$ cat config.mk
export PLATFORM = sky130hd
export DESIGN_NAME = jtag_prog_port
export DESIGN_NICKNAME = d
export VERILOG_FILES = /design/src/shared/jtag_prog_pkg.sv /design/src/hdl/jtag_prog_port.sv
export SDC_FILE = /design/constraint.sdc
export NUM_CORES = 1
export LEC_CHECK = 0
export BUFFER_PORTS_ARGS = -buffer_cell sky130_fd_sc_hd__buf_2
export CAP_MARGIN = 25
export CELL_PAD_IN_SITES_DETAIL_PLACEMENT = 1
export CELL_PAD_IN_SITES_GLOBAL_PLACEMENT = 1
export CORE_MARGIN = 3
export CORE_UTILIZATION = 50
export DETAILED_ROUTE_END_ITERATION = 6
export PLACE_DENSITY = 0.86
export SYNTH_ARGS = -nofsm -noshare
export SYNTH_HDL_FRONTEND = slang
export SYNTH_SLANG_ARGS = --single-unit
$ cat constraint.sdc
create_clock -name clk -period 3.4 [get_ports clk]
set_input_delay 0.68 -clock clk [delete_from_list [all_inputs] [get_ports clk]]
set_output_delay 0.68 -clock clk [all_outputs]
set_load 0.02 [all_outputs]
$ cat src/shared/jtag_prog_pkg.sv
// Operation
// - Opcode 5 puts the 15-bit command register between TDI and TDO.
// - Capture-DR under opcode 5 loads the previous command's result.
// - Shift-DR under opcode 5 shifts result out, new command in.
// - Update-DR under opcode 5 drives the command to the memory logic.
// - Each TCK cycle in Run-Test/Idle after an update gives one execute cycle.
// - Opcode 6 selects a 1024-bit virtual chain over an 8-bit register.
// - Page load writes each finished byte to the page buffer in Shift-DR.
// - Opcode 7 selects a 1032-bit virtual chain over an 8-bit register.
// - Page read captures nothing; Shift-DR fetches bytes and shifts out.
// - TDI is ignored while shifting under page read.
// - A one in the reset register holds the core in reset.
// - Reset register acts unlatched; reset follows the bit while shifting.
// - After the reset bit clears, reset stays for a fuse-chosen time-out.
// - Programming is enabled only while unlock register equals the signature.
// - Unlock register clears on power-on reset; programmer clears on exit.
// - All shift registers move least significant bit first.
// - 4-bit instruction register; opcode C selects the reset bit only.
// - Opcode 4 shifts the unlock value; Update-DR compares it.
`default_nettype none
package jtag_prog_pkg;
	localparam int IR_W = 4;
	localparam int CMD_W = 15;
	localparam int UNLOCK_W = 16;
	localparam int PAGE_BYTES = 128;
	localparam int BADDR_W = 7;
	localparam logic [IR_W-1:0] OP_UNLOCK = 4'h4;
	localparam logic [IR_W-1:0] OP_CMD = 4'h5;
	localparam logic [IR_W-1:0] OP_PLOAD = 4'h6;
	localparam logic [IR_W-1:0] OP_PREAD = 4'h7;
	localparam logic [IR_W-1:0] OP_RESET = 4'hc;
	localparam logic [IR_W-1:0] IR_CAPTURE = 4'h1;
	localparam logic [UNLOCK_W-1:0] UNLOCK_SIG = 16'ha370;
	localparam logic [UNLOCK_W-1:0] UNLOCK_RST = 16'h0000;
	localparam int TOUT_W = 20;
	localparam logic [TOUT_W-1:0] TOUT_FAST_DEF = 20'h00010;
	localparam logic [TOUT_W-1:0] TOUT_SLOW_DEF = 20'h10000;

	typedef enum logic [3:0] {
		TLR, RTI, SEL_DR, CAP_DR, SH_DR, EX1_DR, PAU_DR, EX2_DR, UPD_DR,
		SEL_IR, CAP_IR, SH_IR, EX1_IR, PAU_IR, EX2_IR, UPD_IR
	} tap_state_e;

	typedef struct packed {
		logic tck;
		logic tms;
		logic tdi;
	} tap_pins_s;

	typedef struct packed {
		logic en;
		logic [BADDR_W-1:0] addr;
		logic [7:0] data;
	} page_wr_s;
endpackage
`default_nettype wire

$ cat src/hdl/jtag_prog_port.sv
`timescale 1ns/1ps
`default_nettype none
module jtag_prog_port #(
	parameter logic [jtag_prog_pkg::TOUT_W-1:0] TOUT_FAST = jtag_prog_pkg::TOUT_FAST_DEF,
	parameter logic [jtag_prog_pkg::TOUT_W-1:0] TOUT_SLOW = jtag_prog_pkg::TOUT_SLOW_DEF
) (
	// Clock and reset
	input wire logic clk,
	input wire logic resetn,
	// Test port pins
	input wire jtag_prog_pkg::tap_pins_s pins,
	output logic tdo,
	output logic tdoEn,
	// Core reset
	input wire logic slowTimeoutFuse,
	output logic coreResetn,
	// Memory programming logic
	input wire logic [jtag_prog_pkg::CMD_W-1:0] cmdResult,
	output logic [jtag_prog_pkg::CMD_W-1:0] cmdOut,
	output logic cmdExec,
	output logic progEnabled,
	output jtag_prog_pkg::page_wr_s pageWr,
	output logic [jtag_prog_pkg::BADDR_W-1:0] pageRdAddr,
	input wire logic [7:0] pageRdData
);
	import jtag_prog_pkg::*;

	// ----------------------------------------
	// Pin synchronisers and TCK edges
	// ----------------------------------------
	tap_pins_s pinsS1_q, pinsS2_q;
	logic tckPrev_q;
	always_ff @(posedge clk or negedge resetn) begin
		if (!resetn) begin
			pinsS1_q <= '0;
			pinsS2_q <= '0;
			tckPrev_q <= 1'b0;
		end else begin
			pinsS1_q <= pins;
			pinsS2_q <= pinsS1_q;
			tckPrev_q <= pinsS2_q.tck;
		end
	end
	logic tckRise, tckFall;
	assign tckRise = pinsS2_q.tck & ~tckPrev_q;
	assign tckFall = ~pinsS2_q.tck & tckPrev_q;

	// ----------------------------------------
	// TAP controller
	// ----------------------------------------
	function automatic tap_state_e tapNext(input tap_state_e s, input logic m);
		unique case (s)
			TLR: return m ? TLR : RTI;
			RTI: return m ? SEL_DR : RTI;
			SEL_DR: return m ? SEL_IR : CAP_DR;
			CAP_DR: return m ? EX1_DR : SH_DR;
			SH_DR: return m ? EX1_DR : SH_DR;
			EX1_DR: return m ? UPD_DR : PAU_DR;
			PAU_DR: return m ? EX2_DR : PAU_DR;
			EX2_DR: return m ? UPD_DR : SH_DR;
			UPD_DR: return m ? SEL_DR : RTI;
			SEL_IR: return m ? TLR : CAP_IR;
			CAP_IR: return m ? EX1_IR : SH_IR;
			SH_IR: return m ? EX1_IR : SH_IR;
			EX1_IR: return m ? UPD_IR : PAU_IR;
			PAU_IR: return m ? EX2_IR : PAU_IR;
			EX2_IR: return m ? UPD_IR : SH_IR;
			UPD_IR: return m ? SEL_DR : RTI;
		endcase
	endfunction

	tap_state_e tap_q;
	always_ff @(posedge clk or negedge resetn) begin
		if (!resetn) tap_q <= TLR;
		else if (tckRise) tap_q <= tapNext(tap_q, pinsS2_q.tms);
	end

	logic tdi;
	assign tdi = pinsS2_q.tdi;
	logic capDr, shDr, updDr;
	assign capDr = tckRise && tap_q == CAP_DR;
	assign shDr = tckRise && tap_q == SH_DR;
	assign updDr = tckRise && tap_q == UPD_DR;

	// ----------------------------------------
	// Instruction register
	// ----------------------------------------
	logic [IR_W-1:0] irSh_q, ir_q;
	always_ff @(posedge clk or negedge resetn) begin
		if (!resetn) begin
			irSh_q <= '0;
			ir_q <= '1;
		end else if (tckRise) begin
			unique case (tap_q)
				TLR: ir_q <= '1;
				CAP_IR: irSh_q <= IR_CAPTURE;
				SH_IR: irSh_q <= {tdi, irSh_q[IR_W-1:1]};
				UPD_IR: ir_q <= irSh_q;
				default: ;
			endcase
		end
	end

	// ----------------------------------------
	// Reset chain and time-out
	// ----------------------------------------
	logic rstBit_q, bypass_q;
	logic rstBitD;
	assign rstBitD = (shDr && ir_q == OP_RESET) ? tdi : rstBit_q;
	always_ff @(posedge clk or negedge resetn) begin
		if (!resetn) begin
			rstBit_q <= 1'b0;
			bypass_q <= 1'b0;
		end else begin
			rstBit_q <= rstBitD;
			if (capDr) bypass_q <= 1'b0;
			else if (shDr) bypass_q <= tdi;
		end
	end

	logic [TOUT_W-1:0] tout_q;
	always_ff @(posedge clk or negedge resetn) begin
		if (!resetn) tout_q <= '0;
		else if (rstBitD) tout_q <= slowTimeoutFuse ? TOUT_SLOW : TOUT_FAST;
		else if (tout_q != '0) tout_q <= tout_q - 1'b1;
	end

	always_ff @(posedge clk or negedge resetn) begin
		if (!resetn) coreResetn <= 1'b0;
		else coreResetn <= !rstBitD && (tout_q <= TOUT_W'(1));
	end

	// ----------------------------------------
	// Unlock register
	// ----------------------------------------
	logic [UNLOCK_W-1:0] unlock_q;
	always_ff @(posedge clk or negedge resetn) begin
		if (!resetn) begin
			unlock_q <= UNLOCK_RST;
			progEnabled <= 1'b0;
		end else begin
			if (shDr && ir_q == OP_UNLOCK) unlock_q <= {tdi, unlock_q[UNLOCK_W-1:1]};
			if (updDr && ir_q == OP_UNLOCK) progEnabled <= unlock_q == UNLOCK_SIG;
		end
	end

	// ----------------------------------------
	// Command register
	// ----------------------------------------
	logic [CMD_W-1:0] cmdSh_q;
	logic cmdPending_q;
	always_ff @(posedge clk or negedge resetn) begin
		if (!resetn) begin
			cmdSh_q <= '0;
			cmdOut <= '0;
			cmdExec <= 1'b0;
			cmdPending_q <= 1'b0;
		end else begin
			cmdExec <= 1'b0;
			if (ir_q == OP_CMD) begin
				if (capDr) cmdSh_q <= cmdResult;
				if (shDr) cmdSh_q <= {tdi, cmdSh_q[CMD_W-1:1]};
				if (updDr && progEnabled) begin
					cmdOut <= cmdSh_q;
					cmdPending_q <= 1'b1;
				end
				if (tckRise && tap_q == RTI && cmdPending_q && progEnabled)
					cmdExec <= 1'b1;
			end
			if (tckRise && tap_q == SEL_DR) cmdPending_q <= cmdPending_q && ir_q == OP_CMD;
		end
	end

	// ----------------------------------------
	// Virtual page load and page read chains
	// ----------------------------------------
	logic [7:0] pageSh_q;
	logic [2:0] bitCnt_q;
	logic [BADDR_W:0] byteCnt_q;
	logic isLoad, isRead;
	assign isLoad = ir_q == OP_PLOAD;
	assign isRead = ir_q == OP_PREAD;
	always_ff @(posedge clk or negedge resetn) begin
		if (!resetn) begin
			pageSh_q <= '0;
			bitCnt_q <= '0;
			byteCnt_q <= '0;
			pageWr <= '0;
			pageRdAddr <= '0;
		end else begin
			pageWr.en <= 1'b0;
			if (capDr && (isLoad || isRead)) begin
				bitCnt_q <= '0;
				byteCnt_q <= '0;
				pageRdAddr <= '0;
			end else if (shDr && isLoad) begin
				pageSh_q <= {tdi, pageSh_q[7:1]};
				bitCnt_q <= bitCnt_q + 1'b1;
				if (bitCnt_q == 3'h7 && !byteCnt_q[BADDR_W]) begin
					pageWr.en <= progEnabled;
					pageWr.addr <= byteCnt_q[BADDR_W-1:0];
					pageWr.data <= {tdi, pageSh_q[7:1]};
					byteCnt_q <= byteCnt_q + 1'b1;
				end
			end else if (shDr && isRead) begin
				bitCnt_q <= bitCnt_q + 1'b1;
				if (bitCnt_q == 3'h7 && !byteCnt_q[BADDR_W]) begin
					pageSh_q <= progEnabled ? pageRdData : 8'h00;
					pageRdAddr <= byteCnt_q[BADDR_W-1:0] + 1'b1;
					byteCnt_q <= byteCnt_q + 1'b1;
				end else begin
					pageSh_q <= {1'b0, pageSh_q[7:1]};
				end
			end
		end
	end

	// ----------------------------------------
	// TDO on falling TCK
	// ----------------------------------------
	logic drBit;
	always_comb begin
		unique case (ir_q)
			OP_RESET: drBit = rstBit_q;
			OP_UNLOCK: drBit = unlock_q[0];
			OP_CMD: drBit = cmdSh_q[0];
			OP_PLOAD, OP_PREAD: drBit = pageSh_q[0];
			default: drBit = bypass_q;
		endcase
	end
	always_ff @(posedge clk or negedge resetn) begin
		if (!resetn) begin
			tdo <= 1'b0;
			tdoEn <= 1'b0;
		end else if (tckFall) begin
			tdo <= tap_q == SH_IR ? irSh_q[0] : drBit;
			tdoEn <= tap_q == SH_IR || tap_q == SH_DR;
		end
	end
endmodule
`default_nettype wire

==> impl_metrics.ini <==
[run_status]
status = finished clean

[die]
core_area_um2 = 11800
initial_core_util_pct = 52.5
row_count = 39
die_w_um = 117
ios = 72
die-area_um2 = 13700
die_h_um = 117

[layout]
nNetsFinal = 672
fin_util_pct = 62.4
layout-drive-gt1-share_pct = 26.2
diodes = 0
area_growth_pct = 18.7

[grt]
grt_pass1_vias = 5054
grt_usage_pct = 24.2
grt_max_degree = 60
grt_pass1_wl_um = 25600
antenna_found_initial = 0
grt_remaining_overflow = 0

[min_path]
min_path_type = input pin to async pin

[routing]
dr_total_vias = 4784
routed_wl_um = 17800
routedWlPerCell_um = 21.9
antenna_left = 0
drtIter0Drc = 293
viasPerCell = 5.88
drt_pass1_iterations = 5
drcViolationCount = 0

[yosys]
synth_area_leader_cell = dfrtp_1
synth-edff-count = 0
ys_seq_area_share_pct = 54.7
mappedNetlistArea_um2 = 6180
syn-num-nets = 601
synth_area_per_cell_um2 = 10.9
yosys.area.top_type_share_pct = 53.0
yosysMostFrequentCell = dfrtp_1
ys_seq_elements = 135
async_reset_ff_share_pct = 100
synthTopCellsByCount = dfrtp_1 (131), nor2_1 (56), nand2_1 (52), o21ai_0 (45), mux2_2 (40)
synth_flop_cell = dfrtp_1
synth_cell_types = 55
synth_area_leaders = dfrtp_1 (53%), mux2_2 (7.3%), o21ai_0 (3.6%)
syn_inst = 566
ys_warn_count = 0

[critical_path]
cp_top_family = simple AND/OR/NAND/NOR gates
slowest_delay_ns = 0.65
cp.arrival_ns = 3.05
worst-r2r-cell-count = 6
rr_startpoint = tap_q[2]$_DFFE_PN0N_
r2r-end = unlock_q[12]$_DFFE_PN0P_
worstSetupPathType = flip-flop to flip-flop
crit_buf_inv = 2
crit_path_top_delay_cell = dfrtp_1
ff2ff_setup_slack_ns = 0.64
cpMostUsedCell = buf_4
worstPathCellList = nor2b_1 -> nand2_2 -> buf_4 -> nor4bb_2 -> buf_4 -> mux2_2
path_max_fanout = 19
timing.critical_path.required_ns = 3.70
startpoint_type = flip-flop
cp-end-kind = flip-flop

[timing]
finalSetupViolations = 0
drv_slew = 0
hold_violations = 0
setup_tns_ns = 0
fin_crit_sh_pct = 81.1
timing.slew.headroom_pct = 50.0
fin_skew_ns = 0.00887
fmax_ghz = 0.363
worst_pin_slew_ns = 0.748
rsz0062_at_grt = false
period_needed_ns = 2.76

[power_and_ir_drop]
power.total_mw = 4.82
power_leakage_nw = 3.64
power.density_nw_per_um2 = 657
ir_worst_vdd_uv = 314

[clock_network]
ctsHtreeMaxLevel = 4
ctsHoldBuffers = 0
max-clock-path-buffers = 2
cts.clk_slew.worst_paths_ns = 0.06
cts_made_buffers = 17
cts-root-buf = clkbuf_16
cts.sinks = 135
postCtsResizedCells = 0
cts_tree = built
clkLatencyLatePin_ns = 0.42
post_cts_buffers = 0

[placed_design]
place_congestion = 0.807
io_buffers = 71
place_hpwl_um = 10600

[job]
drv_cap = 0
[per-layer routing]
metal / GRT usage [%] / wire length [um] / share of wire, % / vias to the layer above
li1: - / - / - / 2142
met1: 29.2 / 7260 / 41 / 2445
met2: 42.3 / 9380 / 53 / 158
met3: 4.68 / 644 / 3.6 / 39
met4: 10.3 / 537 / 3.0 / 0
met5: 0 / 0 / 0 / -
[where the power goes]
| group | total (mW) | leakage, nW | switching (mW) | internal, mW |
|---|---|---|---|---|
| registers | 2.13 | 1.67 | 0.309 | 1.82 |
| clock network | 1.94 | 0.297 | 0.704 | 1.23 |
| logic | 0.756 | 1.67 | 0.457 | 0.299 |
| total | 4.82 | 3.64 | 1.47 | 3.35 |
[through the flow]
step | cells | hold WS, ns | setup slack [ns] | area, um^2
final | 814 | 0.240 | 0.643 | 7330
after global routing | 814 | 0.251 | 0.544 | 7330
after CTS | 813 | 0.248 | 0.634 | 7320
after detailed placement | 781 | 0.339 | 0.624 | 6710
after global placement | 781 | 0.332 | 0.776 | 6710
after floorplan | 566 | 0.331 | 1.09 | 6180
[flip-flops by register name, indices dropped and copies added, names as in the netlist, 2 cells and up]
| register | count |
|---|---|
| tout_q | 20 |
| pageWr | 16 |
| unlock_q | 16 |
| cmdOut | 15 |
| cmdSh_q | 15 |
| byteCnt_q | 8 |
| pageSh_q | 8 |
| pageRdAddr | 7 |
| irSh_q | 4 |
| ir_q | 4 |
| tap_q | 4 |
| bitCnt_q | 3 |
| pinsS1_q | 3 |
| pinsS2_q | 2 |
[cell families after synthesis]
family          after synthesis  synth area share (%)
compound gates              100                  9.37
xor+xnor                     28                  3.97
fa+ha+maj                     6                  1.21
buf+inv                      39                  2.63
flops                       135                  54.7
mux                          66                  12.1
simple gates                192                  16.0
[worst register-to-register path, cell delays in order, from the launching register on]
cell and delay [ns]:
dfrtp_1 0.65, nor2b_1 0.61, nand2_2 0.12, buf_4 0.27, nor4bb_2 0.30, buf_4 0.30, mux2_2 0.40
[worst max path at each step]
stage | from | endpoint | slack [ns] | cells past startpoint
detailed placement | tap_q[2]$_DFFE_PN0N_ | pageWr[10]$_DFFE_PN0P_ | 0.62 | 4
global route | tout_q[14]$_DFFE_PN0P_ | tout_q[6]$_DFFE_PN0P_ | 0.54 | 5
floorplan | tap_q[1]$_DFFE_PN0N_ | unlock_q[10]$_DFFE_PN0P_ | 1.09 | 7
finish | tap_q[2]$_DFFE_PN0N_ | unlock_q[12]$_DFFE_PN0P_ | 0.64 | 6
CTS | tap_q[2]$_DFFE_PN0N_ | pageWr[10]$_DFFE_PN0P_ | 0.63 | 4
global placement | tap_q[1]$_DFFE_PN0N_ | pageWr[13]$_DFFE_PN0P_ | 0.78 | 4
[area by class of cell]
cell class | instances | area, um^2
fill | 1246 | 4430
sequential | 135 | 3380
multi-input combinational | 392 | 2640
clock buffer | 25 | 495
timing repair buffer | 81 | 457
tap | 164 | 205
clock inverter | 7 | 116
inverter | 10 | 37.5
[cells in the final DEF (no fill, tap or decap), drive strengths merged, types with 5 or more instances in the layout]
cell type  count
ha             6
nand3         10
nor3           9
xnor2         10
nand2         53
xor2          18
nand4         10
mux2          47
and3           7
nor4           6
clkbuf        25
dfrtp        131
buf           81
a21oi         26
o21ai         45
nor2b          8
nor3b          5
nor2          56
inv           10
mux2i         19
No activity file was read; power rests on OpenSTA's default activity.
